$ cat config.mk
export PLATFORM = sky130hd
export DESIGN_NAME = fio_core
export DESIGN_NICKNAME = d
export VERILOG_FILES = /design/src/shared/fio_pkg.sv /design/src/hw/fio_core.sv /design/src/hw/fio_div.sv
export SDC_FILE = /design/constraint.sdc
export NUM_CORES = 2
export LEC_CHECK = 0
export ABC_AREA = 1
export BUFFER_PORTS_ARGS = -buffer_cell sky130_fd_sc_hd__buf_2
export CAP_MARGIN = 20
export CORE_UTILIZATION = 45
export CTS_CLUSTER_DIAMETER = 100
export DETAILED_ROUTE_END_ITERATION = 12
export SYNTH_ARGS = -nofsm -noshare
export SYNTH_HDL_FRONTEND = slang
export SYNTH_HIERARCHICAL = 1
export SYNTH_SLANG_ARGS = --single-unit
$ cat constraint.sdc
create_clock -name clk_sys_i -period 11.55 [get_ports clk_sys_i]
set_input_delay 0.5775 -clock clk_sys_i [delete_from_list [all_inputs] [get_ports clk_sys_i]]
set_output_delay 0.5775 -clock clk_sys_i [all_outputs]
set_load 0.1 [all_outputs]
$ cat src/shared/fio_pkg.sv
package fio_pkg;

  // Clock rate, used to turn output frequencies into half-period counts
  localparam int unsigned CLK_PERIOD_NS = 5;
  localparam int unsigned CLK_HZ        = 1000000000 / CLK_PERIOD_NS;

  // Parameter indices on the parameter port
  localparam logic [9:0] IDX_STATUS   = 10'h00c;
  localparam logic [9:0] IDX_FO_PCT   = 10'h010;
  localparam logic [9:0] IDX_FO_HZ    = 10'h011;
  localparam logic [9:0] IDX_SRC_SEL  = 10'h101;
  localparam logic [9:0] IDX_GAIN     = 10'h102;
  localparam logic [9:0] IDX_MIN_HZ   = 10'h103;
  localparam logic [9:0] IDX_MAX_HZ   = 10'h104;
  localparam logic [9:0] IDX_POLARITY = 10'h10f;

  // Factory values
  localparam logic [15:0] RST_SRC_SEL  = 16'h000f;
  localparam logic [15:0] RST_GAIN     = 16'h03e8;
  localparam logic [15:0] RST_MIN_HZ   = 16'h000a;
  localparam logic [15:0] RST_MAX_HZ   = 16'h2710;
  localparam logic [15:0] RST_POLARITY = 16'h0000;

  // Accepted ranges
  localparam logic [15:0] GAIN_MAX     = 16'h270f;
  localparam logic [15:0] FREQ_MIN     = 16'h000a;
  localparam logic [15:0] FREQ_MAX     = 16'h4e20;
  localparam logic [15:0] POL_MAX      = 16'h0008;
  localparam logic [15:0] SRC_MAX      = 16'h001c;

  // Fixed full scales; torque and overload in 0.1 % units
  localparam logic [16:0] SCALE_TORQUE = 17'h007d0;
  localparam logic [16:0] SCALE_OVLD   = 17'h003e8;
  localparam logic [16:0] SCALE_USER   = 17'h07fff;
  localparam logic [9:0]  GAIN_UNIT    = 10'h3e8;
  localparam logic [9:0]  PCT_UNIT     = 10'h3e8;
  localparam logic [16:0] RATIO_ONE    = 17'h10000;

  // Source select codes
  localparam logic [4:0] SRC_SPEED_REF  = 5'h00;
  localparam logic [4:0] SRC_REAL_SPEED = 5'h02;
  localparam logic [4:0] SRC_OUT_CURR   = 5'h05;
  localparam logic [4:0] SRC_PROC_VAR   = 5'h06;
  localparam logic [4:0] SRC_ACT_CURR   = 5'h07;
  localparam logic [4:0] SRC_PID_SP     = 5'h09;
  localparam logic [4:0] SRC_TORQUE     = 5'h0b;
  localparam logic [4:0] SRC_USER_PROG  = 5'h0c;
  localparam logic [4:0] SRC_DISABLED   = 5'h0f;
  localparam logic [4:0] SRC_OVERLOAD   = 5'h10;
  localparam logic [4:0] SRC_USER_FIRST = 5'h12;
  localparam logic [4:0] SRC_USER_LAST  = 5'h14;
  localparam logic [4:0] SRC_APP_FIRST  = 5'h15;
  localparam logic [4:0] SRC_APP_LAST   = 5'h1c;

  // Monitored quantities, signed
  typedef struct packed {
    logic signed [15:0]       speed_ref;
    logic signed [15:0]       real_speed;
    logic signed [15:0]       out_current;
    logic signed [15:0]       proc_var;
    logic signed [15:0]       act_current;
    logic signed [15:0]       pid_setpoint;
    logic signed [15:0]       torque;
    logic signed [15:0]       user_prog;
    logic signed [15:0]       overload;
    logic [2:0][15:0]         user_val;
    logic [7:0][15:0]         app_val;
  } fio_src_s;

  // Scale settings owned by other parts of the drive
  typedef struct packed {
    logic [15:0] max_speed_setting;
    logic [15:0] rated_current_setting;
    logic [15:0] pid_scale_setting;
  } fio_scale_s;

  typedef struct packed {
    logic [4:0]  src_sel;
    logic [13:0] gain;
    logic [15:0] min_hz;
    logic [15:0] max_hz;
    logic [3:0]  polarity;
  } fio_cfg_s;

  typedef enum logic [1:0] {
    FIO_ST_START = 2'b01,
    FIO_ST_WAIT  = 2'b10
  } fio_state_e;

endpackage : fio_pkg

$ cat src/hw/fio_core.sv
`timescale 1ns/100ps
module fio_core
  import fio_pkg::*;
#(
  parameter int unsigned NUM_INPUTS = 8
)(
  input  wire logic                  clk_sys_i,
  input  wire logic                  rst_n_i,
  input  wire logic                  par_wr_i,
  input  wire logic [9:0]            par_addr_i,
  input  wire logic [15:0]           par_wdata_i,
  output logic      [15:0]           par_rdata_o,
  input  wire fio_src_s              src_i,
  input  wire fio_scale_s            scale_i,
  input  wire logic                  transistor_out_function_i,
  input  wire logic                  freq_input_enable_i,
  input  wire logic [NUM_INPUTS-1:0] digital_input_n_i,
  input  wire logic [NUM_INPUTS-1:0] input_present_i,
  output logic                       transistor_output_pin_o
);

  typedef struct packed {
    fio_cfg_s    cfg;
    fio_state_e  fsm;
    logic [15:0] freq_hz;
    logic [15:0] pct;
    logic [31:0] acc;
    logic        fo_level;
    logic        pin;
    logic [7:0]  status;
    logic [15:0] rdata;
  } fio_core_s;

  fio_core_s   st_reg;
  fio_core_s   st_next;
  logic        div_done;
  logic [16:0] div_quot;
  logic [15:0] src_val;
  logic [16:0] src_scale;
  logic [31:0] div_num;
  logic [31:0] div_den;
  logic [7:0]  pnp_mask;
  logic [7:0]  status_now;

  always_comb
  begin
    src_val   = '0;
    src_scale = SCALE_USER;
    if (st_reg.cfg.src_sel >= SRC_APP_FIRST && st_reg.cfg.src_sel <= SRC_APP_LAST)
      src_val = src_i.app_val[3'(st_reg.cfg.src_sel - SRC_APP_FIRST)];
    else if (st_reg.cfg.src_sel >= SRC_USER_FIRST && st_reg.cfg.src_sel <= SRC_USER_LAST)
      src_val = src_i.user_val[2'(st_reg.cfg.src_sel - SRC_USER_FIRST)];
    else
    begin
      case (st_reg.cfg.src_sel)
        SRC_SPEED_REF:  begin src_val = src_i.speed_ref;
                        src_scale = {1'b0, scale_i.max_speed_setting}; end
        SRC_REAL_SPEED: begin src_val = src_i.real_speed;
                        src_scale = {1'b0, scale_i.max_speed_setting}; end
        SRC_OUT_CURR:   begin src_val = src_i.out_current;
                        src_scale = {scale_i.rated_current_setting, 1'b0}; end
        SRC_ACT_CURR:   begin src_val = src_i.act_current;
                        src_scale = {scale_i.rated_current_setting, 1'b0}; end
        SRC_PROC_VAR:   begin src_val = src_i.proc_var;
                        src_scale = {1'b0, scale_i.pid_scale_setting}; end
        SRC_PID_SP:     begin src_val = src_i.pid_setpoint;
                        src_scale = {1'b0, scale_i.pid_scale_setting}; end
        SRC_TORQUE:     begin src_val = src_i.torque;    src_scale = SCALE_TORQUE; end
        SRC_OVERLOAD:   begin src_val = src_i.overload;  src_scale = SCALE_OVLD;   end
        SRC_USER_PROG:  begin src_val = src_i.user_prog; src_scale = SCALE_USER;   end
        default:        src_val = '0;  // Unused codes drive nothing
      endcase
    end
  end

  // gain and scale ratio
  // Negative sources clamp to zero; gain is in thousandths, so scale carries it too
  assign div_num = src_val[15] ? 32'h0 : 32'({src_val[14:0]} * st_reg.cfg.gain);
  assign div_den = 32'(src_scale * GAIN_UNIT);

  fio_div u_div (
    .clk_sys_i (clk_sys_i),
    .rst_n_i   (rst_n_i),
    .start_i   (st_reg.fsm == FIO_ST_START),
    .num_i     (div_num),
    .den_i     (div_den),
    .done_o    (div_done),
    .quot_o    (div_quot)
  );

  always_comb
  begin
    status_now = '0;
    for (int i = 0; i < 8; i++)
    begin
      pnp_mask[i] = (4'(i) < st_reg.cfg.polarity);
      if (i < NUM_INPUTS)
        status_now[i] = input_present_i[i] &
                        (pnp_mask[i] ? digital_input_n_i[i] : ~digital_input_n_i[i]);
    end
    if (freq_input_enable_i)
      status_now[1] = 1'b0;
  end

  // Parameter writes, recompute loop, output generator and readback
  always_comb
  begin
    logic [32:0] prod;
    logic [15:0] span;
    logic [31:0] half;
    logic [31:0] sum;
    st_next = st_reg;
    prod    = '0;
    sum     = '0;
    half    = CLK_HZ;
    span    = (st_reg.cfg.max_hz > st_reg.cfg.min_hz) ?
              (st_reg.cfg.max_hz - st_reg.cfg.min_hz) : 16'h0;
    // Out-of-range writes are dropped so the setting always stays legal
    if (par_wr_i)
    begin
      unique case (par_addr_i)
        IDX_SRC_SEL:  if (par_wdata_i <= SRC_MAX) st_next.cfg.src_sel = par_wdata_i[4:0];
        IDX_GAIN:     if (par_wdata_i <= GAIN_MAX) st_next.cfg.gain = par_wdata_i[13:0];
        IDX_MIN_HZ:   if (par_wdata_i >= FREQ_MIN && par_wdata_i <= FREQ_MAX)
                        st_next.cfg.min_hz = par_wdata_i;
        IDX_MAX_HZ:   if (par_wdata_i >= FREQ_MIN && par_wdata_i <= FREQ_MAX)
                        st_next.cfg.max_hz = par_wdata_i;
        IDX_POLARITY: if (par_wdata_i <= POL_MAX) st_next.cfg.polarity = par_wdata_i[3:0];
        default:      ;
      endcase
    end
    unique case (st_reg.fsm)
      FIO_ST_START: st_next.fsm = FIO_ST_WAIT;
      FIO_ST_WAIT:
      begin
        if (div_done)
        begin
          prod            = 33'(div_quot * span);
          st_next.freq_hz = st_reg.cfg.min_hz + prod[31:16];
          prod            = 33'(div_quot * PCT_UNIT);
          st_next.pct     = prod[31:16];
          st_next.fsm     = FIO_ST_START;
        end
      end
    endcase
    // Half-period accumulator; frequency is fixed-point exact, so no drift
    sum  = st_reg.acc + {15'h0, st_reg.freq_hz, 1'b0};
    if (sum >= half)
    begin
      st_next.acc      = sum - half;
      st_next.fo_level = ~st_reg.fo_level;
    end
    else
      st_next.acc = sum;
    if (st_reg.cfg.src_sel == SRC_DISABLED)
      st_next.pin = transistor_out_function_i;
    else
      st_next.pin = st_reg.fo_level;
    st_next.status = status_now;
    case (par_addr_i)
      IDX_STATUS:   st_next.rdata = {8'h0, st_reg.status};
      IDX_FO_PCT:   st_next.rdata = st_reg.pct;
      IDX_FO_HZ:    st_next.rdata = st_reg.freq_hz;
      IDX_SRC_SEL:  st_next.rdata = {11'h0, st_reg.cfg.src_sel};
      IDX_GAIN:     st_next.rdata = {2'h0, st_reg.cfg.gain};
      IDX_MIN_HZ:   st_next.rdata = st_reg.cfg.min_hz;
      IDX_MAX_HZ:   st_next.rdata = st_reg.cfg.max_hz;
      IDX_POLARITY: st_next.rdata = {12'h0, st_reg.cfg.polarity};
      default:      st_next.rdata = '0;
    endcase
  end

  // State register; reset restores factory settings
  always_ff @(posedge clk_sys_i or negedge rst_n_i)
  begin
    if (!rst_n_i)
    begin
      st_reg              <= '0;
      st_reg.fsm          <= FIO_ST_START;
      st_reg.cfg.src_sel  <= RST_SRC_SEL[4:0];
      st_reg.cfg.gain     <= RST_GAIN[13:0];
      st_reg.cfg.min_hz   <= RST_MIN_HZ;
      st_reg.cfg.max_hz   <= RST_MAX_HZ;
      st_reg.cfg.polarity <= RST_POLARITY[3:0];
      st_reg.freq_hz      <= RST_MIN_HZ;
    end
    else
      st_reg <= st_next;
  end

  assign par_rdata_o             = st_reg.rdata;
  assign transistor_output_pin_o = st_reg.pin;

  property p_pin_digital;
    @(posedge clk_sys_i) disable iff (!rst_n_i)
      (st_reg.cfg.src_sel == SRC_DISABLED) |=> (st_reg.pin == $past(transistor_out_function_i));
  endproperty
  a_pin_digital: assert property (p_pin_digital) else $error("pin not digital");

  property p_pin_fo;
    @(posedge clk_sys_i) disable iff (!rst_n_i)
      (st_reg.cfg.src_sel != SRC_DISABLED) |=> (st_reg.pin == $past(st_reg.fo_level));
  endproperty
  a_pin_fo: assert property (p_pin_fo) else $error("pin not frequency output");

  property p_gain_range;
    @(posedge clk_sys_i) disable iff (!rst_n_i)
      (par_wr_i && par_addr_i == IDX_GAIN && par_wdata_i > GAIN_MAX)
        |=> $stable(st_reg.cfg.gain);
  endproperty
  a_gain_range: assert property (p_gain_range) else $error("gain took bad value");

  property p_min_take;
    @(posedge clk_sys_i) disable iff (!rst_n_i)
      (par_wr_i && par_addr_i == IDX_MIN_HZ && par_wdata_i >= FREQ_MIN
       && par_wdata_i <= FREQ_MAX) |=> (st_reg.cfg.min_hz == $past(par_wdata_i));
  endproperty
  a_min_take: assert property (p_min_take) else $error("minimum not taken");

  property p_max_range;
    @(posedge clk_sys_i) disable iff (!rst_n_i)
      (par_wr_i && par_addr_i == IDX_MAX_HZ && par_wdata_i > FREQ_MAX)
        |=> $stable(st_reg.cfg.max_hz);
  endproperty
  a_max_range: assert property (p_max_range) else $error("maximum took bad value");

  property p_pct_cap;
    @(posedge clk_sys_i) disable iff (!rst_n_i)
      st_reg.pct <= 16'(PCT_UNIT);
  endproperty
  a_pct_cap: assert property (p_pct_cap) else $error("percent above full");

  property p_freq_band;
    @(posedge clk_sys_i) disable iff (!rst_n_i)
      (st_reg.fsm == FIO_ST_WAIT && div_done)
        |=> (st_reg.freq_hz >= $past(st_reg.cfg.min_hz));
  endproperty
  a_freq_band: assert property (p_freq_band) else $error("frequency below minimum");

  property p_absent;
    @(posedge clk_sys_i) disable iff (!rst_n_i)
      ##1 ((st_reg.status[NUM_INPUTS-1:0] & ~$past(input_present_i)) == '0);
  endproperty
  a_absent: assert property (p_absent) else $error("absent input active");

  property p_npn_all;
    @(posedge clk_sys_i) disable iff (!rst_n_i)
      (st_reg.cfg.polarity == 4'h0 && !freq_input_enable_i && (&input_present_i))
        |=> (st_reg.status[NUM_INPUTS-1:0] == ~$past(digital_input_n_i));
  endproperty
  a_npn_all: assert property (p_npn_all) else $error("NPN status wrong");

  property p_fin_hold;
    @(posedge clk_sys_i) disable iff (!rst_n_i)
      freq_input_enable_i |=> (st_reg.status[1] == 1'b0);
  endproperty
  a_fin_hold: assert property (p_fin_hold) else $error("input two not held");

endmodule : fio_core

$ cat src/hw/fio_div.sv
`timescale 1ns/100ps
// Fraction num/den as a 16-bit binary fraction, saturated at 1.0
module fio_div
  import fio_pkg::*;
(
  input  wire logic        clk_sys_i,
  input  wire logic        rst_n_i,
  input  wire logic        start_i,
  input  wire logic [31:0] num_i,
  input  wire logic [31:0] den_i,
  output logic             done_o,
  output logic [16:0]      quot_o
);

  typedef struct packed {
    logic        busy;
    logic [4:0]  cnt;
    logic [32:0] rem;
    logic [31:0] den;
    logic [15:0] q;
    logic        done;
    logic [16:0] quot;
  } fio_div_s;

  fio_div_s st_reg;
  fio_div_s st_next;

  // One quotient bit per cycle; a ratio at or above one skips the loop
  always_comb
  begin
    logic [32:0] r2;
    logic        qb;
    r2      = '0;
    qb      = 1'b0;
    st_next = st_reg;
    st_next.done = 1'b0;
    if (!st_reg.busy && start_i)
    begin
      if (num_i == 32'h0)
      begin
        st_next.quot = '0;
        st_next.done = 1'b1;
      end
      else if (num_i >= den_i)
      begin
        st_next.quot = RATIO_ONE;
        st_next.done = 1'b1;
      end
      else
      begin
        st_next.busy = 1'b1;
        st_next.cnt  = 5'h10;
        st_next.rem  = {1'b0, num_i};
        st_next.den  = den_i;
      end
    end
    else if (st_reg.busy)
    begin
      r2 = {st_reg.rem[31:0], 1'b0};
      if (r2 >= {1'b0, st_reg.den})
      begin
        r2 = r2 - {1'b0, st_reg.den};
        qb = 1'b1;
      end
      st_next.rem = r2;
      st_next.q   = {st_reg.q[14:0], qb};
      st_next.cnt = st_reg.cnt - 5'h01;
      if (st_reg.cnt == 5'h01)
      begin
        st_next.busy = 1'b0;
        st_next.done = 1'b1;
        st_next.quot = {1'b0, st_reg.q[14:0], qb};
      end
    end
  end

  // State register
  always_ff @(posedge clk_sys_i or negedge rst_n_i)
  begin
    if (!rst_n_i)
      st_reg <= '0;
    else
      st_reg <= st_next;
  end

  assign done_o = st_reg.done;
  assign quot_o = st_reg.quot;

  property p_div_bounded;
    @(posedge clk_sys_i) disable iff (!rst_n_i)
      (start_i && !st_reg.busy) |-> ##[1:17] st_reg.done;
  endproperty
  a_div_bounded: assert property (p_div_bounded) else $error("divider did not finish");

endmodule : fio_div

**After elaboration in Yosys (flattened, before gate mapping)**

Cells that the tools add are included.

- Bits in registers: 237
- Bits in latches: 0
- Memory bits (writable): 0
- Memory bits (read-only): 0
- Input port bits: 415
- Output and inout bits: 17
- Logic and storage cells: 160
- Memories kept: 0

- Add/subtract/negate cells: 8
- $mul: 4
- Divide/modulo/power cells: 0
- Magnitude comparators: 23
- Eq/ne operators: 24
- Shift-type cells: 0
- Mux-type cells: 38
- Bitwise gates (word level): 20
- Reductions and logical operators: 23

Operators by type and width:

| operator | count |
|---|---|
| $pmux 16 s9 | 1 |
| $mux 71 | 2 |
| $pmux 16 s8 | 1 |
| $mux 18 | 5 |
| $pmux 17 s5 | 1 |
| $mux 16 | 5 |
| $mux 39 | 2 |
| $eq 10x9->1 const B | 5 |
| $bmux 16 s3 | 1 |
| $mul 17x7->24 const B | 2 |
| $mux 17 | 2 |
| $mux 34 | 1 |
| $ge 33x27->1 | 1 |
| $mux 33 | 1 |
| $sub 33x27->33 | 1 |
| $add 32x17->32 | 1 |
| $bmux 16 s2 | 1 |
| $ge 32x28->1 const B | 1 |
| $logic_not 32->1 | 1 |
| $mul 17x16->32 | 1 |
| $mux 32 | 1 |
| $sub 32x28->32 const B | 1 |
| $ge 29x27->1 | 1 |
| $mul 15x14->29 | 1 |
| other kinds (42) | 100 |

**Logic depth before layout (Yosys ltp)**

- Depth in word-level cells: 11
- Gate-level depth with buffers: 53
- Gate-level depth less buffers: 52

**By module**

The synthesis kept the hierarchy.

By module, submodules not included:

| module | times used | cells each | area an instance (µm²) |
|---|---|---|---|
| fio_core | 1 | 4599 | 33932.5 |
| fio_div | 1 | 1291 | 8478.1 |

**Worst setup path after synthesis**

Ideal clock, no wire load.

- Kind: reg2reg
- Start point: register st_reg[142] (netlist name)
- End point: register u_div/st_reg[70] (netlist bit)
- Library setup time: 0.069 ns
- Arrival time: 9.318 ns
- Required time: 11.481 ns
- Slack: 2.163 ns
- Cell stages (with the launch flop): 47
- Buffers on the path: 6
- Period minus slack after synthesis: 9.387 ns
- Cell sequence: dfstp_2 > clkinv_1 > clkbuf_1 > clkbuf_1 > ha_1 > clkbuf_1 > inv_1 > buf_2 > buf_1 > a21oi_1 > a221oi_1 > o31ai_1 > inv_1 > nand2_1 > inv_1 > nand2_1 > fa_1 > inv_1 > [... 11 more ...] > o21ai_0 > a21oi_1 > o21ai_0 > nand2_1 > nand2_1 > o21ai_0 > a21oi_1 > ha_1 > a21oi_1 > o21ai_0 > nand2_1 > nand2_1 > inv_1 > nand2_1 > a21oi_1 > clkbuf_1 > nand4_1 > nand3_1

RTL lines:

| element | line | text |
|---|---|---|
| end signal, assigned | fio_div.sv:83 | `st_reg <= st_next;` |
| end, declared | fio_div.sv:25 | `fio_div_s st_reg;` |

==> load_flow_metrics.sql <==
INSERT INTO impl_metrics (metric_group, metric, value, unit) VALUES
('status', 'run_status', 'finished clean', ''),
('setup_path', 'crit_required', '12.04', 'ns'),
('setup_path', 'crit_path_slowest_cell', 'o31ai_1', ''),
('grt', 'antenna_found_initial', '20', ''),
('clock_tree', 'postCtsResizedCells', '0', ''),
('sta', 'hold_violations', '0', ''),
('floorplanning', 'dieWidth', '309', 'um'),
('logic_synthesis', 'ys_async_sr_fraction', '100', '%'),
('job', 'maxCapViolations', '0', ''),
('sta', 'fmax', '0.0932', 'GHz'),
('clock_tree', 'post_cts_repair_timing_setup_buffer_count', '0', ''),
('route', 'drtAntennaViolNets', '0', ''),
('floorplanning', 'start_util', '45.4', '%'),
('setup_path', 'crit_path_max_fanout', '62', ''),
('pwr', 'net-switching-power', '6.92', 'mW'),
('sta', 'timing.max_slew.rel_slack', '23.7', '%'),
('grt', 'first_global_vias', '40200', ''),
('route', 'post_drt_via_cell_ratio', '5.40', ''),
('logic_synthesis', 'synthDistinctLibCells', '64', ''),
('placed_design', 'place_congestion', '1.00', ''),
('pwr', 'power.share.combinational', '79.5', '%'),
('logic_synthesis', 'yosys_register_bits', '244', ''),
('sta', 'totalNegativeSetupSlack', '0', 'ns'),
('final_layout', 'largest_register_ff_count', '124', ''),
('setup_path', 'worst_path_most_repeated_cell', 'nand2_1', ''),
('clock_tree', 'cts_htree_levels', '2', ''),
('clock_tree', 'cts-root-buf', 'clkbuf_16', ''),
('setup_path', 'timing.setup.critical_path_class', 'reg2reg', ''),
('setup_path', 'rr_worst_depth', '43', ''),
('final_layout', 'highest_count_cells_in_the_layout_ignoring_fill_and_taps', 'nand2_1, inv_1, nor2_1', ''),
('logic_synthesis', 'synth_cells', '5890', ''),
('clock_tree', 'post_cts_hold_buffer_count', '0', ''),
('pwr', 'irDropWorstVdd', '0.564', 'mV'),
('logic_synthesis', 'yosysWarningCount', '6', ''),
('grt', 'grt_pass1_wl', '236', 'mm'),
('route', 'vias', '40700', ''),
('floorplanning', 'pin_count', '432', ''),
('sta', 'timing_worst_slew_pin_value', '1.14', 'ns'),
('pwr', 'static_leakage', '26.0', 'nW'),
('sta', 'slew_viol_final', '0', ''),
('grt', 'grt_overflow', '0', ''),
('grt', 'grt_start_max_net_pins', '76', ''),
('pwr', 'design_power_total', '12.4', 'mW'),
('sta', 'min_period', '10.73', 'ns'),
('clock_tree', 'insertion_delay', '0.57', 'ns'),
('sta', 'grt_setup_unrepaired', 'false', ''),
('route', 'wirelength', '155', 'mm'),
('clock_tree', 'clk_transition_reported_paths', '0.06', 'ns'),
('final_layout', 'layout.filler_cells', '9612', ''),
('final_layout', 'fraction_of_final_layout_cells_with_drive_strength_greater_than_1', '11.4', '%'),
('route', 'drt_first_pass_iters', '5', ''),
('placed_design', 'place.port_buffers', '431', ''),
('floorplanning', 'die_h', '309', 'um'),
('route', 'residual_drc_count', '0', ''),
('sta', 'finClkSkew', '0.0361', 'ns'),
('grt', 'gr-usage-all-layers', '32.6', '%'),
('clock_tree', 'cts_buffers', '35', ''),
('setup_path', 'worst_setup_sp_type', 'register', ''),
('setup_path', 'arrival', '11.23', 'ns'),
('final_layout', 'nets', '7564', ''),
('floorplanning', 'std_cell_rows', '112', ''),
('route', 'wl_per_cell', '20.5', 'um'),
('pwr', 'clock_power_share', '9.5', '%'),
('final_layout', 'regArea', '0.00613', 'mm^2'),
('placed_design', 'detailed_placement_hpwl', '129', 'mm'),
('logic_synthesis', 'syn_area', '0.0424', 'mm^2'),
('final_layout', 'multi_input_comb_area', '0.0311', 'mm^2'),
('clock_tree', 'cts_tree', 'done', ''),
('floorplanning', 'fp.dieArea', '0.0955', 'mm^2'),
('pwr', 'sequentialPowerShare', '11.0', '%'),
('logic_synthesis', 'average_footprint_of_a_synthesized_cell', '7.20', 'um^2');
## synth_stat cells, drive strengths merged (44+ instances only)
library cell / n / share of area [%]
fa: 478 / 23
a221oi: 49 / 1.0
o21ai: 247 / 3.1
nand2: 1524 / 14
dfrtp: 224 / 13
buf: 87 / 1.3
clkbuf: 103 / 0.91
ha: 420 / 12
xnor2: 44 / 0.91
nand3: 298 / 3.6
nor2: 514 / 4.7
inv: 1133 / 10
nand4: 92 / 1.4
xor2: 56 / 1.2
a21oi: 275 / 3.3
## worst max-delay path, delay by kind of cell, from the launching register on
kind                     cells  cell delay [ns]
adder cells (fa/ha/maj)      9             3.75
AND/OR/NAND/NOR             17             2.22
buffers and inverters        9             1.70
AO/OA/AOI/OAI                8             2.37
flip-flops                   1             0.53
## logic make-up after synthesis
group,after synthesis,synth area share [%]
muxes,1,0.0265
xor gates and xnor gates,100,2.07
DFF,244,14.5
and+or+nand+nor,2548,25.4
adders and majority gates,898,35.0
other,1,0.00884
buffers and inverters,1346,12.4
AOI/OAI and AO/OA,752,10.7
## metrics by stage
step | worst slack [ns] | utilization [%] | cell area, um^2 | instances | hold WS [ns]
2_1_floorplan | 2.16 | - | 42500 | 5907 | 0.282
3_3_place_gp | 1.20 | 49.1 | 45800 | 7467 | 0.455
3_5_place_dp | 1.02 | 49.1 | 45800 | 7467 | 0.464
4_1_cts | 0.966 | 50.4 | 47000 | 7531 | 0.0143
5_1_grt | 0.133 | 50.4 | 47100 | 7542 | 0.0479
6_report | 0.815 | 50.5 | 47100 | 7546 | 0.0206
## final timing paths
path / from / to / slack (ns)
max: st_reg[142] / u_div/quot_o[13] / 0.82
min: rst_n_i / st_reg[130] / 0.02
max reg2reg: st_reg[142] / u_div/quot_o[13] / 0.82
min reg2reg: st_reg[25] / st_reg[25] / 0.47
max in group asynchronous: rst_n_i / u_div/st_reg[104] / 9.55
min in group clk_sys_i: freq_input_enable_i / st_reg[17] / 0.16
## area by class of cell
cell class / instances / share of cell area, %
Tap cell: 1254 / 3.33
Clock inverter: 21 / 0.640
Clock buffer: 43 / 1.97
Antenna cell: 14 / 0.0744
Sequential cell: 244 / 13.0
Inverter: 1156 / 9.22
Multi-Input combinational cell: 4317 / 66.0
Timing Repair Buffer: 497 / 5.72
## per-layer routing
layer	GRT usage, %	wire length [um]	up-vias
li1	-	-	19300
met1	44.0	68300	19900
met2	54.1	72400	1321
met3	4.67	9370	241
met4	9.38	4520	4
met5	0	34	-
## power by group through the flow
stage                     registers (mW)  logic, mW  clock network (mW)
final                               1.36       9.84                1.18
after global routing                1.39       11.1                1.24
after CTS                           1.36       9.84                1.20
after detailed placement            1.37       9.79                   0
after global placement              1.37       9.72                   0
after floorplan                     1.23       7.50                   0
Power figures use the tool's default switching activity.
